$ cat src/rxfc_defs.svh
// rxfc_defs.svh: offsets, field positions, reset values and timing counts
// assumes a 20 MHz system clock; included by bare name
`ifndef RXFC_DEFS_SVH
`define RXFC_DEFS_SVH

// register byte offsets on the avalon slave
`define RXFC_CFG_OFFSET 8'hac
`define RXFC_STATUS_OFFSET 8'hb0
`define RXFC_CTRL_OFFSET 8'hb4

// configuration register fields
`define RXFC_HI_MSB 23
`define RXFC_HI_LSB 16
`define RXFC_LO_MSB 15
`define RXFC_LO_LSB 8
`define RXFC_DUR_MSB 7
`define RXFC_DUR_LSB 4
`define RXFC_MULT_BIT 3
`define RXFC_BRD_BIT 2
`define RXFC_ADD_BIT 1
`define RXFC_ANY_BIT 0
`define RXFC_CFG_RESET 32'h0000_0000
`define RXFC_CFG_WMASK 32'h00ff_ffff

// control register fields
`define RXFC_CTRL_FDX_BIT 0
`define RXFC_CTRL_SPD100_BIT 1
`define RXFC_CTRL_TXEN_BIT 2
`define RXFC_CTRL_RESET 32'h0000_0000

// fill level unit, bytes per threshold step (log2 of 64)
`define RXFC_LEVEL_SHIFT 6

// clock rate and the timing of one microsecond
`define RXFC_CLK_MHZ 20
`define RXFC_US_CYCLES (`RXFC_CLK_MHZ)
// extra time at 10 Mb/s, in tenths of a microsecond (2.2 us)
`define RXFC_SLOW_EXTRA_TENTH_US 22
`define RXFC_SLOW_EXTRA_CYCLES ((`RXFC_SLOW_EXTRA_TENTH_US * `RXFC_CLK_MHZ) / 10)

`endif

$ cat src/rxfc_pkg.sv
// rxfc_pkg.sv: types shared by the flow-control trigger block
// assumes nothing beyond a systemverilog compiler
`default_nettype none
package rxfc_pkg;
    // full-duplex pause sequencing
    typedef enum logic [1:0] {
        RXFC_PAUSE_IDLE,
        RXFC_PAUSE_SENT
    } rxfc_pause_e;
    // duration counter width
    typedef logic [13:0] rxfc_count_t;
endpackage
`default_nettype wire

$ cat src/rxfc_dur_timer.sv
// rxfc_dur_timer.sv: back pressure duration timer
// assumes a 20 MHz clock; start is a one-cycle pulse
`timescale 1ns/1ns
`include "rxfc_defs.svh"
`default_nettype none
module rxfc_dur_timer
    import rxfc_pkg::*;
(
    // clock and reset
    input wire logic mclk,
    input wire logic reset_n,
    // control
    input wire logic start,
    input wire logic [3:0] durCode,
    input wire logic speed100,
    // status
    output logic busy
);
    // microsecond figure per duration code
    function automatic logic [9:0] durUs(input logic [3:0] code);
        logic [9:0] r;
        r = 10'h000;
        unique case (code)
            4'h0: r = 10'h005;
            4'h1: r = 10'h00a;
            4'h2: r = 10'h00f;
            4'h3: r = 10'h019;
            default: r = 10'((code - 4'h3) * 10'h032);
        endcase
        return r;
    endfunction

    rxfc_count_t countReg, countNext; // remaining cycles

    // load on start, else count down to zero
    always_comb begin
        countNext = countReg;
        if (start) begin
            // speed-dependent load so tabulated times hold
            countNext = 14'(durUs(durCode) * 14'(`RXFC_US_CYCLES));
            if (!speed100) begin
                countNext = 14'(countNext + 14'(`RXFC_SLOW_EXTRA_CYCLES));
            end
        end else if (countReg != 14'h0000) begin
            countNext = 14'(countReg - 14'h0001);
        end
    end

    // registered counter
    always_ff @(posedge mclk or negedge reset_n) begin
        if (!reset_n) begin
            countReg <= 14'h0000;
        end else begin
            countReg <= countNext;
        end
    end

    assign busy = (countReg != 14'h0000);
endmodule
`default_nettype wire

$ cat src/rxfc_trigger.sv
// rxfc_trigger.sv: automatic receive flow-control trigger with avalon slave
// assumes frame-start and address-class pulses from the receive mac
//
// Design decisions made here: the register addresses and the Avalon-MM interface to the registers.
`timescale 1ns/1ns
`include "rxfc_defs.svh"
`default_nettype none

// Overview of operation
// - hold back pressure for programmed duration
// - duration codes map 5..600 us, +2.2us slow
// - multicast bit triggers half-duplex back pressure
// - broadcast bit triggers half-duplex back pressure
// - own-address bit triggers half-duplex back pressure
// - any-frame bit: back pressure or pause
// - any-frame half-duplex reacts on valid preamble
// - full-duplex pause requested at threshold immediately
// - any-frame bit overrides other trigger bits
// - duration and trigger bits reset to zero
// - high level counted in 64-byte units
// - one pause per crossing, mac time
// - zero-time pause when fill below low
// - nothing sent while transmitter disabled
module rxfc_trigger
    import rxfc_pkg::*;
(
    // clock and reset
    input wire logic mclk,
    input wire logic reset_n,
    // avalon-mm slave
    input wire logic [7:0] address,
    input wire logic read,
    input wire logic write,
    input wire logic [31:0] writedata,
    input wire logic [3:0] byteenable,
    output logic [31:0] readdata,
    output logic waitrequest,
    // receive side
    input wire logic [13:0] rxFifoBytes,
    input wire logic rxPreamble,
    input wire logic rxFrameMulticast,
    input wire logic rxFrameBroadcast,
    input wire logic rxFrameOwnAddr,
    // mac transmit side
    output logic backPressure,
    output logic pauseRequest,
    output logic pauseZeroTime,
    input wire logic pauseAccepted
);
    logic [31:0] cfgReg, cfgNext;   // flow_control_config
    logic [31:0] ctrlReg, ctrlNext; // link mode and transmitter enable
    logic ackReg, ackNext;          // one wait state per access
    logic [31:0] rdReg, rdNext;     // read data register

    // decoded fields
    logic [7:0] highLevel;
    logic [7:0] lowLevel;
    logic [3:0] durCode;
    logic fullDuplex, speed100, txEnable;
    logic [7:0] fillUnits;
    logic aboveHigh, belowLow;
    logic selMatch, bpStart, bpBusy;

    assign highLevel = cfgReg[`RXFC_HI_MSB:`RXFC_HI_LSB];
    assign lowLevel = cfgReg[`RXFC_LO_MSB:`RXFC_LO_LSB];
    assign durCode = cfgReg[`RXFC_DUR_MSB:`RXFC_DUR_LSB];
    assign fullDuplex = ctrlReg[`RXFC_CTRL_FDX_BIT];
    assign speed100 = ctrlReg[`RXFC_CTRL_SPD100_BIT];
    assign txEnable = ctrlReg[`RXFC_CTRL_TXEN_BIT];

    // fill in 64-byte units; a 14-bit byte count never overflows the field
    assign fillUnits = rxFifoBytes[13:`RXFC_LEVEL_SHIFT];
    assign aboveHigh = (highLevel != 8'h00) && (fillUnits >= highLevel);
    // relies on software keeping low under high
    assign belowLow = (fillUnits < lowLevel);

    // frame selection; any-frame wins and needs only the preamble
    always_comb begin
        selMatch = 1'b0;
        if (cfgReg[`RXFC_ANY_BIT]) begin
            selMatch = rxPreamble;
        end else begin
            selMatch = (cfgReg[`RXFC_MULT_BIT] && rxFrameMulticast)
                     || (cfgReg[`RXFC_BRD_BIT] && rxFrameBroadcast)
                     || (cfgReg[`RXFC_ADD_BIT] && rxFrameOwnAddr);
        end
    end

    // trigger bits ignored in full duplex; silent with tx off
    assign bpStart = !fullDuplex && txEnable && aboveHigh && selMatch && !bpBusy;

    // duration timer
    rxfc_dur_timer uTimer (
        .mclk(mclk),
        .reset_n(reset_n),
        .start(bpStart),
        .durCode(durCode),
        .speed100(speed100),
        .busy(bpBusy)
    );
    // back pressure holds for the full programmed period
    assign backPressure = bpBusy && !fullDuplex && txEnable;

    // full-duplex pause sequencing
    rxfc_pause_e pauseReg, pauseNext;
    logic reqReg, reqNext;     // pause request pending
    logic zeroReg, zeroNext;   // pending request carries zero time

    // one pause per crossing, zero-time pause when drained
    always_comb begin
        pauseNext = pauseReg;
        reqNext = reqReg;
        zeroNext = zeroReg;
        if (reqReg && pauseAccepted) begin
            reqNext = 1'b0; // mac queued it
        end
        unique case (pauseReg)
            RXFC_PAUSE_IDLE: begin
                // immediate request at threshold
                if (fullDuplex && txEnable && cfgReg[`RXFC_ANY_BIT] && aboveHigh && !reqReg) begin
                    pauseNext = RXFC_PAUSE_SENT;
                    reqNext = 1'b1;
                    zeroNext = 1'b0;
                end
            end
            RXFC_PAUSE_SENT: begin
                // wait for the first pause to go, then for drain
                if (!reqReg && belowLow && txEnable) begin
                    pauseNext = RXFC_PAUSE_IDLE;
                    reqNext = 1'b1;
                    zeroNext = 1'b1;
                end else if (!fullDuplex || !cfgReg[`RXFC_ANY_BIT]) begin
                    pauseNext = RXFC_PAUSE_IDLE; // flow control turned off
                end
            end
        endcase
        // drop any pending request while transmitter is off
        if (!txEnable) begin
            reqNext = 1'b0;
        end
    end

    // pause state registers
    always_ff @(posedge mclk or negedge reset_n) begin
        if (!reset_n) begin
            pauseReg <= RXFC_PAUSE_IDLE;
            reqReg <= 1'b0;
            zeroReg <= 1'b0;
        end else begin
            pauseReg <= pauseNext;
            reqReg <= reqNext;
            zeroReg <= zeroNext;
        end
    end
    // pause time itself comes from the mac's own field
    assign pauseRequest = reqReg;
    assign pauseZeroTime = zeroReg;

    // bus slave: answer one cycle after request appears
    always_comb begin
        cfgNext = cfgReg;
        ctrlNext = ctrlReg;
        ackNext = 1'b0;
        rdNext = rdReg;
        if ((read || write) && !ackReg) begin
            ackNext = 1'b1; // wait state ends next cycle
        end
        // a write lands only at the edge where waitrequest is seen low
        if (write && ackReg) begin
            // byte-lane writes; reserved bits stay zero
            for (int i = 0; i < 4; i++) begin
                if (byteenable[i]) begin
                    if (address == `RXFC_CFG_OFFSET) begin
                        cfgNext[i*8 +: 8] = writedata[i*8 +: 8] & 8'(`RXFC_CFG_WMASK >> (i*8));
                    end else if (address == `RXFC_CTRL_OFFSET) begin
                        ctrlNext[i*8 +: 8] = (i == 0) ? (writedata[7:0] & 8'h07) : 8'h00;
                    end
                end
            end
        end
        // read data captured in the wait state, stands when it ends
        if (read && !write && !ackReg) begin
            unique case (address)
                `RXFC_CFG_OFFSET: rdNext = cfgReg;
                `RXFC_CTRL_OFFSET: rdNext = ctrlReg;
                // live state for software
                `RXFC_STATUS_OFFSET: rdNext = {27'h0, zeroReg, reqReg,
                                               pauseReg == RXFC_PAUSE_SENT, aboveHigh, bpBusy};
                default: rdNext = 32'h0000_0000; // unmapped reads zero
            endcase
        end
    end

    // bus registers; fields come up zero
    always_ff @(posedge mclk or negedge reset_n) begin
        if (!reset_n) begin
            cfgReg <= `RXFC_CFG_RESET;
            ctrlReg <= `RXFC_CTRL_RESET;
            ackReg <= 1'b0;
            rdReg <= 32'h0000_0000;
        end else begin
            cfgReg <= cfgNext;
            ctrlReg <= ctrlNext;
            ackReg <= ackNext;
            rdReg <= rdNext;
        end
    end

    assign waitrequest = (read || write) && !ackReg;
    assign readdata = rdReg;
endmodule
`default_nettype wire

$ cat config.mk
export PLATFORM = sky130hd
export DESIGN_NAME = rxfc_trigger
export DESIGN_NICKNAME = d
export VERILOG_FILES = /design/src/rxfc_pkg.sv /design/src/rxfc_dur_timer.sv /design/src/rxfc_trigger.sv
export VERILOG_INCLUDE_DIRS = /design/src
export SDC_FILE = /design/constraint.sdc
export NUM_CORES = 1
export LEC_CHECK = 0
export BUFFER_PORTS_ARGS = -buffer_cell sky130_fd_sc_hd__buf_2
export CAP_MARGIN = 10
export CORE_MARGIN = 1
export CORE_UTILIZATION = 34
export CTS_CLUSTER_DIAMETER = 150
export DETAILED_ROUTE_END_ITERATION = 8
export GPL_TIMING_DRIVEN = 0
export PLACE_DENSITY_LB_ADDON = 0.05
export SYNTH_ARGS = -nofsm -noshare
export SYNTH_HDL_FRONTEND = slang
export SYNTH_HIERARCHICAL = 1
export SYNTH_SLANG_ARGS = --single-unit
$ cat constraint.sdc
create_clock -name mclk -period 6.1 [get_ports mclk]
set_input_delay 0.305 -clock mclk [delete_from_list [all_inputs] [get_ports mclk]]
set_output_delay 0.305 -clock mclk [all_outputs]
set_load 0.02 [all_outputs]
## Word-level counts from Yosys, hierarchy flattened

Index checks and enable logic that the tools add are counted.

- Logic and storage cells: 90
- Bits of input ports: 67
- Output and inout bits: 36
- Register bits: 78

- Muxes and demuxes: 20
- Bitwise logic cells: 1
- Order comparisons: 2
- Add/subtract/negate cells: 3
- Equal/unequal tests: 10
- Reduce and logical (&&, ||, !) cells: 42
- Multipliers: 2

Operators by type and width:

| operator | count |
|---|---|
| $pmux 24 s3 | 1 |
| $mux 14 | 3 |
| $pmux 10 s4 | 1 |
| $eq 8x8->1 const B | 3 |
| $logic_and 1x1->1 | 21 |
| $add 14x6->14 const B | 1 |
| $reduce_bool 14->1 | 1 |
| $sub 14x1->14 const B | 1 |
| $mul 10x3->12 const B | 1 |
| $mul 10x5->9 const B | 1 |
| $mux 10 | 1 |
| $reduce_and 3->1 | 3 |
| $eq 4x2->1 const B | 2 |
| $ge 8x8->1 | 1 |
| $lt 8x8->1 | 1 |
| $mux 1 | 8 |
| $reduce_bool 8->1 | 1 |
| $logic_not 1->1 | 6 |
| $mux 2 | 3 |
| $sub 4x2->5 const B | 1 |
| $eq 4x1->1 const B | 1 |
| $logic_not 4->1 | 1 |
| $logic_or 1x1->1 | 4 |
| $ne 2x2->1 const B | 2 |
| other kinds (9) | 11 |

## Logic depth before layout (Yosys ltp)

- Depth after elaboration: 11
- Depth in mapped cells: 20
- Mapped depth without buffers: 19

## By module

Netlist, hierarchy kept.

By module, submodules not included:

| module | cells each | sequential area each (um2) | times used | area each (um2) |
|---|---|---|---|---|
| rxfc_trigger | 222 | 1376.3 | 1 | 2835.2 |
| rxfc_dur_timer | 202 | 350.3 | 1 | 1784.2 |

## Worst setup path before layout

Ideal clock, no wire load.

- Path type: register to register
- Start point: reg cfgReg[4]
- End point: reg uTimer.countReg[11]
- Clock period less this slack: 4377 ps
- Arrival time: 4256 ps
- Data required time: 5979 ps
- Cell stages (with the launch flop): 18
- Slack: 1723 ps
- Setup time: 121 ps
- Buffers on the path: 0
- Cells stage by stage: dfrtp_1 -> ha_1 -> or3_1 -> fa_1 -> inv_1 -> fa_1 -> ha_1 -> inv_1 -> xnor2_1 -> nor2_1 -> ha_1 -> ha_1 -> xnor2_1 -> nand2_1 -> o32a_1 -> mux2i_1 -> xnor2_1 -> a22o_1

- Longest elaborated chain between the ends: 8
- Elaborated cells on any way between the ends: 12
- Those cells by class: add/sub (2); mul (2); eq/ne (3); mux (4); reduce/logical (1)

RTL lines:

| element | line | RTL |
|---|---|---|
| start, declared | rxfc_trigger.sv:50 | `logic [31:0] cfgReg, cfgNext;` |
| start signal, assigned | rxfc_trigger.sv:197 | `` cfgReg <= `RXFC_CFG_RESET; `` |
| start signal, assigned | rxfc_trigger.sv:202 | `cfgReg <= cfgNext;` |
| $sub 4x2->5 | rxfc_dur_timer.sv:28 | `default: r = 10'((code - 4'h3) * 10'h032);` |
| $mul 10x5->9 | rxfc_dur_timer.sv:28 |  |
| $pmux 10 s4 * | rxfc_dur_timer.sv:23 | `unique case (code)` |
| $mux 10 * | rxfc_dur_timer.sv:38 | `if (start) begin` |
| $mul 10x3->12 * | rxfc_dur_timer.sv:40 | `` countNext = 14'(durUs(durCode) * 14'(`RXFC_US_CYCLES)); `` |
| $add 14x6->14 | rxfc_dur_timer.sv:42 | `` countNext = 14'(countNext + 14'(`RXFC_SLOW_EXTRA_CYCLES)); `` |
| $mux 14 * | rxfc_dur_timer.sv:41 | `if (!speed100) begin` |
| $mux 14 * | rxfc_dur_timer.sv:38 |  |
| end signal, assigned | rxfc_dur_timer.sv:54 | `countReg <= countNext;` |
| end, declared | rxfc_dur_timer.sv:33 | `rxfc_count_t countReg, countNext;` |

Mark *: on every way between the ends. The rest lies on a longest branch, timed or not. The select of a mux whose other input is x is not followed.
A chain may end at the register's enable or synchronous reset.

## Worst setup path after layout

Ends and elaborated chain as after synthesis.

==> out/qor.yml <==
synth_cell_type_count: 63
grt_pass1_vias: 3516
worstMarginPinSlew_ps: 845.1
grtUsageTotal_pct: 16.91
p_per_area_nw_per_um2: 209.2
die_h_um: 118.6
ys_ff_latch: 69
syn_inst: 424
relSlewSlack_pct: 43.14
cts_root_buf: "clkbuf_16"
fin_crit_sh_pct: 78.77
cp.arrival_ps: 5030
endpoint_kind: "flip-flop"
clock_latency_ps: 340
min-delay-start: "pauseAccepted"
rsz0062_at_grt: "no"
io_buffers: 79
cap_viol_max_count: 0
area_growth_pct: 21.18
htree_num_levels: 3
coreArea_um2: 13240
clkTransAtPathRegs_ps: 60
wire_per_inst_um: 15.61
crit_start: "cfgReg[4]$_DFFE_PN0P_"
vias: 3422
slew_viol_final: 0
crit_path_start_kind: "flip-flop"
start_util_pct: 34.88
path_max_fanout: 8
wirelength_mm: 10.96
grt_pass1_wl_mm: 18.30
ir_worst_vdd_mv: 0.1122
hpwl_mm: 8.591
die_area_um2: 14060
setup_violations: 0
required_ps: 6320
yosysWarnings: 6
vias_per_cell: 4.875
timing.rr.start: "cfgReg[4]$_DFFE_PN0P_"
antenna_found_initial: 0
rows: 42
post-place-ws_ps: 1287
crit_type: "reg2reg"
gp_congestion: 0.7480
fin_nets: 640
hold_path_class: "in2reg"
cts_max_path_buffers: 2
synth_flop_cell: "dfrtp_1"
grt-ovfl-total: 0
max_freq_ghz: 0.2081
syn_area_um2: 4619
n_fill_cell: 1333
synth-async-reset-ratio_pct: 100.0
postSynthAreaPerCell_um2: 10.89
postRouteAntennaNets: 0
io_pins: 103
cts_sinks: 69
post-route-min-period_ps: 4805
cts_tree: "yes"
setup_ws_ps: 1295
drt_first_iter_violations: 142
die_w_um: 118.6
synth-edff-count: 0
hold_violations: 0
dr.pass1.iters: 4
tns_ps: 0
drc: 0
skew_ps: 7.335
grt_max_degree: 48
status: "finished clean"
drive_gt1_share_pct: 27.95
numCtsBuffers: 9
p_leak_nw: 2.793
ys_seq_area_share_pct: 37.38
diodes: 0
==> flip-flops by register name, summed over array words and instances (netlist names) <==
| signal | count |
|---|---|
| ctrlReg | 3 |
| uTimer/countReg | 14 |
| ackReg | 1 |
| pauseRequest | 1 |
| pauseZeroTime | 1 |
| pauseReg | 1 |
| cfgReg | 24 |
| readdata | 24 |
==> power by group <==
group | internal, mW | switching (mW)
combinational | 0.0735 | 0.0888
clock | 0.354 | 0.189
sequential | 0.461 | 0.00434
total | 0.889 | 0.282
==> layer usage <==
metal,vias to the layer above,global-route usage (%),wire length [µm]
li1,1706,-,-
met1,1635,22.57,5228
met2,68,25.80,5024
met3,13,4.681,540
met4,0,6.646,167
met5,-,0,0
==> logic make-up (layout without fill, tap and decap cells) <==
logic type	after synthesis	count (layout)	synth area share, %
DFF	69	69	37.38
buffers and inverters	48	143	5.227
AOI/OAI and AO/OA	87	87	14.44
and+or+nand+nor	110	110	13.84
muxes	29	29	8.992
adders and majority gates	50	50	14.36
other	1	8	0.08118
xor gates and xnor gates	30	30	5.688
==> repair_timing <==
action,in CTS,in global routing
setup buffers,0,0
hold buffers,1,0
gates resized for setup,0,0
hold endpoints to repair,22,0
==> through the flow <==
stage                     hold WS, ps  cell area (µm²)  cells  utilization (%)  power [mW]
after floorplan                 9.409             4646    431                -      0.5792
after global placement          474.0             5261    686            39.73      0.6332
after detailed placement        237.9             5291    687            39.96      0.6376
after CTS                       174.9             5598    702            42.27       1.193
after global routing            175.0             5598    702            42.27       1.231
final                           188.2             5598    702            42.27       1.171
==> layout by cell type (no fill, tap or decap), drive strengths merged, types with 2 or more instances in the layout <==
cell type / netlist / routed
buf: 12 / 92
dfrtp: 69 / 69
ha: 45 / 45
nand2: 32 / 32
inv: 30 / 30
nor2: 29 / 29
mux2: 28 / 28
a22o: 24 / 24
xnor2: 19 / 19
clkbuf: 6 / 18
a21oi: 14 / 14
xor2: 11 / 11
o21ai: 10 / 10
conb: 1 / 8
nor3: 8 / 8
o31ai: 6 / 6
nor2b: 6 / 6
nor4: 5 / 5
a22oi: 5 / 5
fa: 5 / 5
nand2b: 4 / 4
nand4: 4 / 4
o211ai: 4 / 4
nand3: 4 / 4
a211oi: 4 / 4
or3: 4 / 4
a21o: 4 / 4
or4: 4 / 4
o21a: 2 / 2
bufinv: 0 / 2
nor3b: 2 / 2
a32o: 2 / 2
or3b: 2 / 2
==> layout make-up <==
type	instances	area [µm²]	share of cell area (%)
inverters	30	112.6	2.012
flip-flops and latches	69	1727	30.84
multi-input cells	314	2678	47.83
plain buffers	18	128.9	2.302
well taps	176	220.2	3.934
clock buffers	12	236.5	4.224
clock inverters	2	60.06	1.073
repair buffers	81	435.4	7.778
==> worst paths after layout <==
kind,to,slack [ps],cells past startpoint
worst min-delay path,pauseRequest$_DFF_PN0_,190,2
worst max-delay path,uTimer/countReg[11]$_DFFE_PN0P_,1300,19
max in group asynchronous,readdata[11]$_DFFE_PN0P_,5130,3
worst max register to register,uTimer/countReg[11]$_DFFE_PN0P_,1300,19
min in group asynchronous,uTimer/countReg[9]$_DFFE_PN0P_,420,2
worst min register to register,readdata[3]$_DFFE_PN0P_,500,2
==> worst max-delay path, stage by stage (launching register included) <==
cell     delay, ps
dfrtp_1        540
ha_1           380
xnor2_1        200
ha_1           200
inv_1           50
fa_1           480
inv_1           50
fa_1           450
ha_1           320
inv_1           90
xnor2_1        120
nor2_1          60
ha_1           310
ha_1           360
xnor2_1        170
nand2_1         90
o32a_1         300
mux2i_1        160
xnor2_1        120
a22o_1         230
==> cell usage after synthesis (all sizes together) (2+ instances only) <==
cell type / instances / share of area [%]
buf: 12 / 2.3
a21o: 4 / 0.65
or3: 4 / 0.54
ha: 45 / 12
a21oi: 14 / 1.5
o211ai: 4 / 0.65
a32o: 2 / 0.43
dfrtp: 69 / 37
clkbuf: 6 / 0.49
nand2b: 4 / 0.54
or3b: 2 / 0.38
nor4: 5 / 0.68
o21a: 2 / 0.32
nand2: 32 / 3.7
xnor2: 19 / 3.6
nor3b: 2 / 0.32
nor3: 8 / 1.1
o21ai: 10 / 1.3
a22oi: 5 / 0.81
o31ai: 6 / 0.98
nor2: 29 / 2.5
fa: 5 / 2.2
nand4: 4 / 0.54
inv: 30 / 2.4
or4: 4 / 0.73
nand3: 4 / 0.43
a211oi: 4 / 0.65
a22o: 24 / 4.6
xor2: 11 / 2.1
nor2b: 6 / 0.98
mux2: 28 / 8.8
Note: power is estimated with default switching activity, not from simulation.
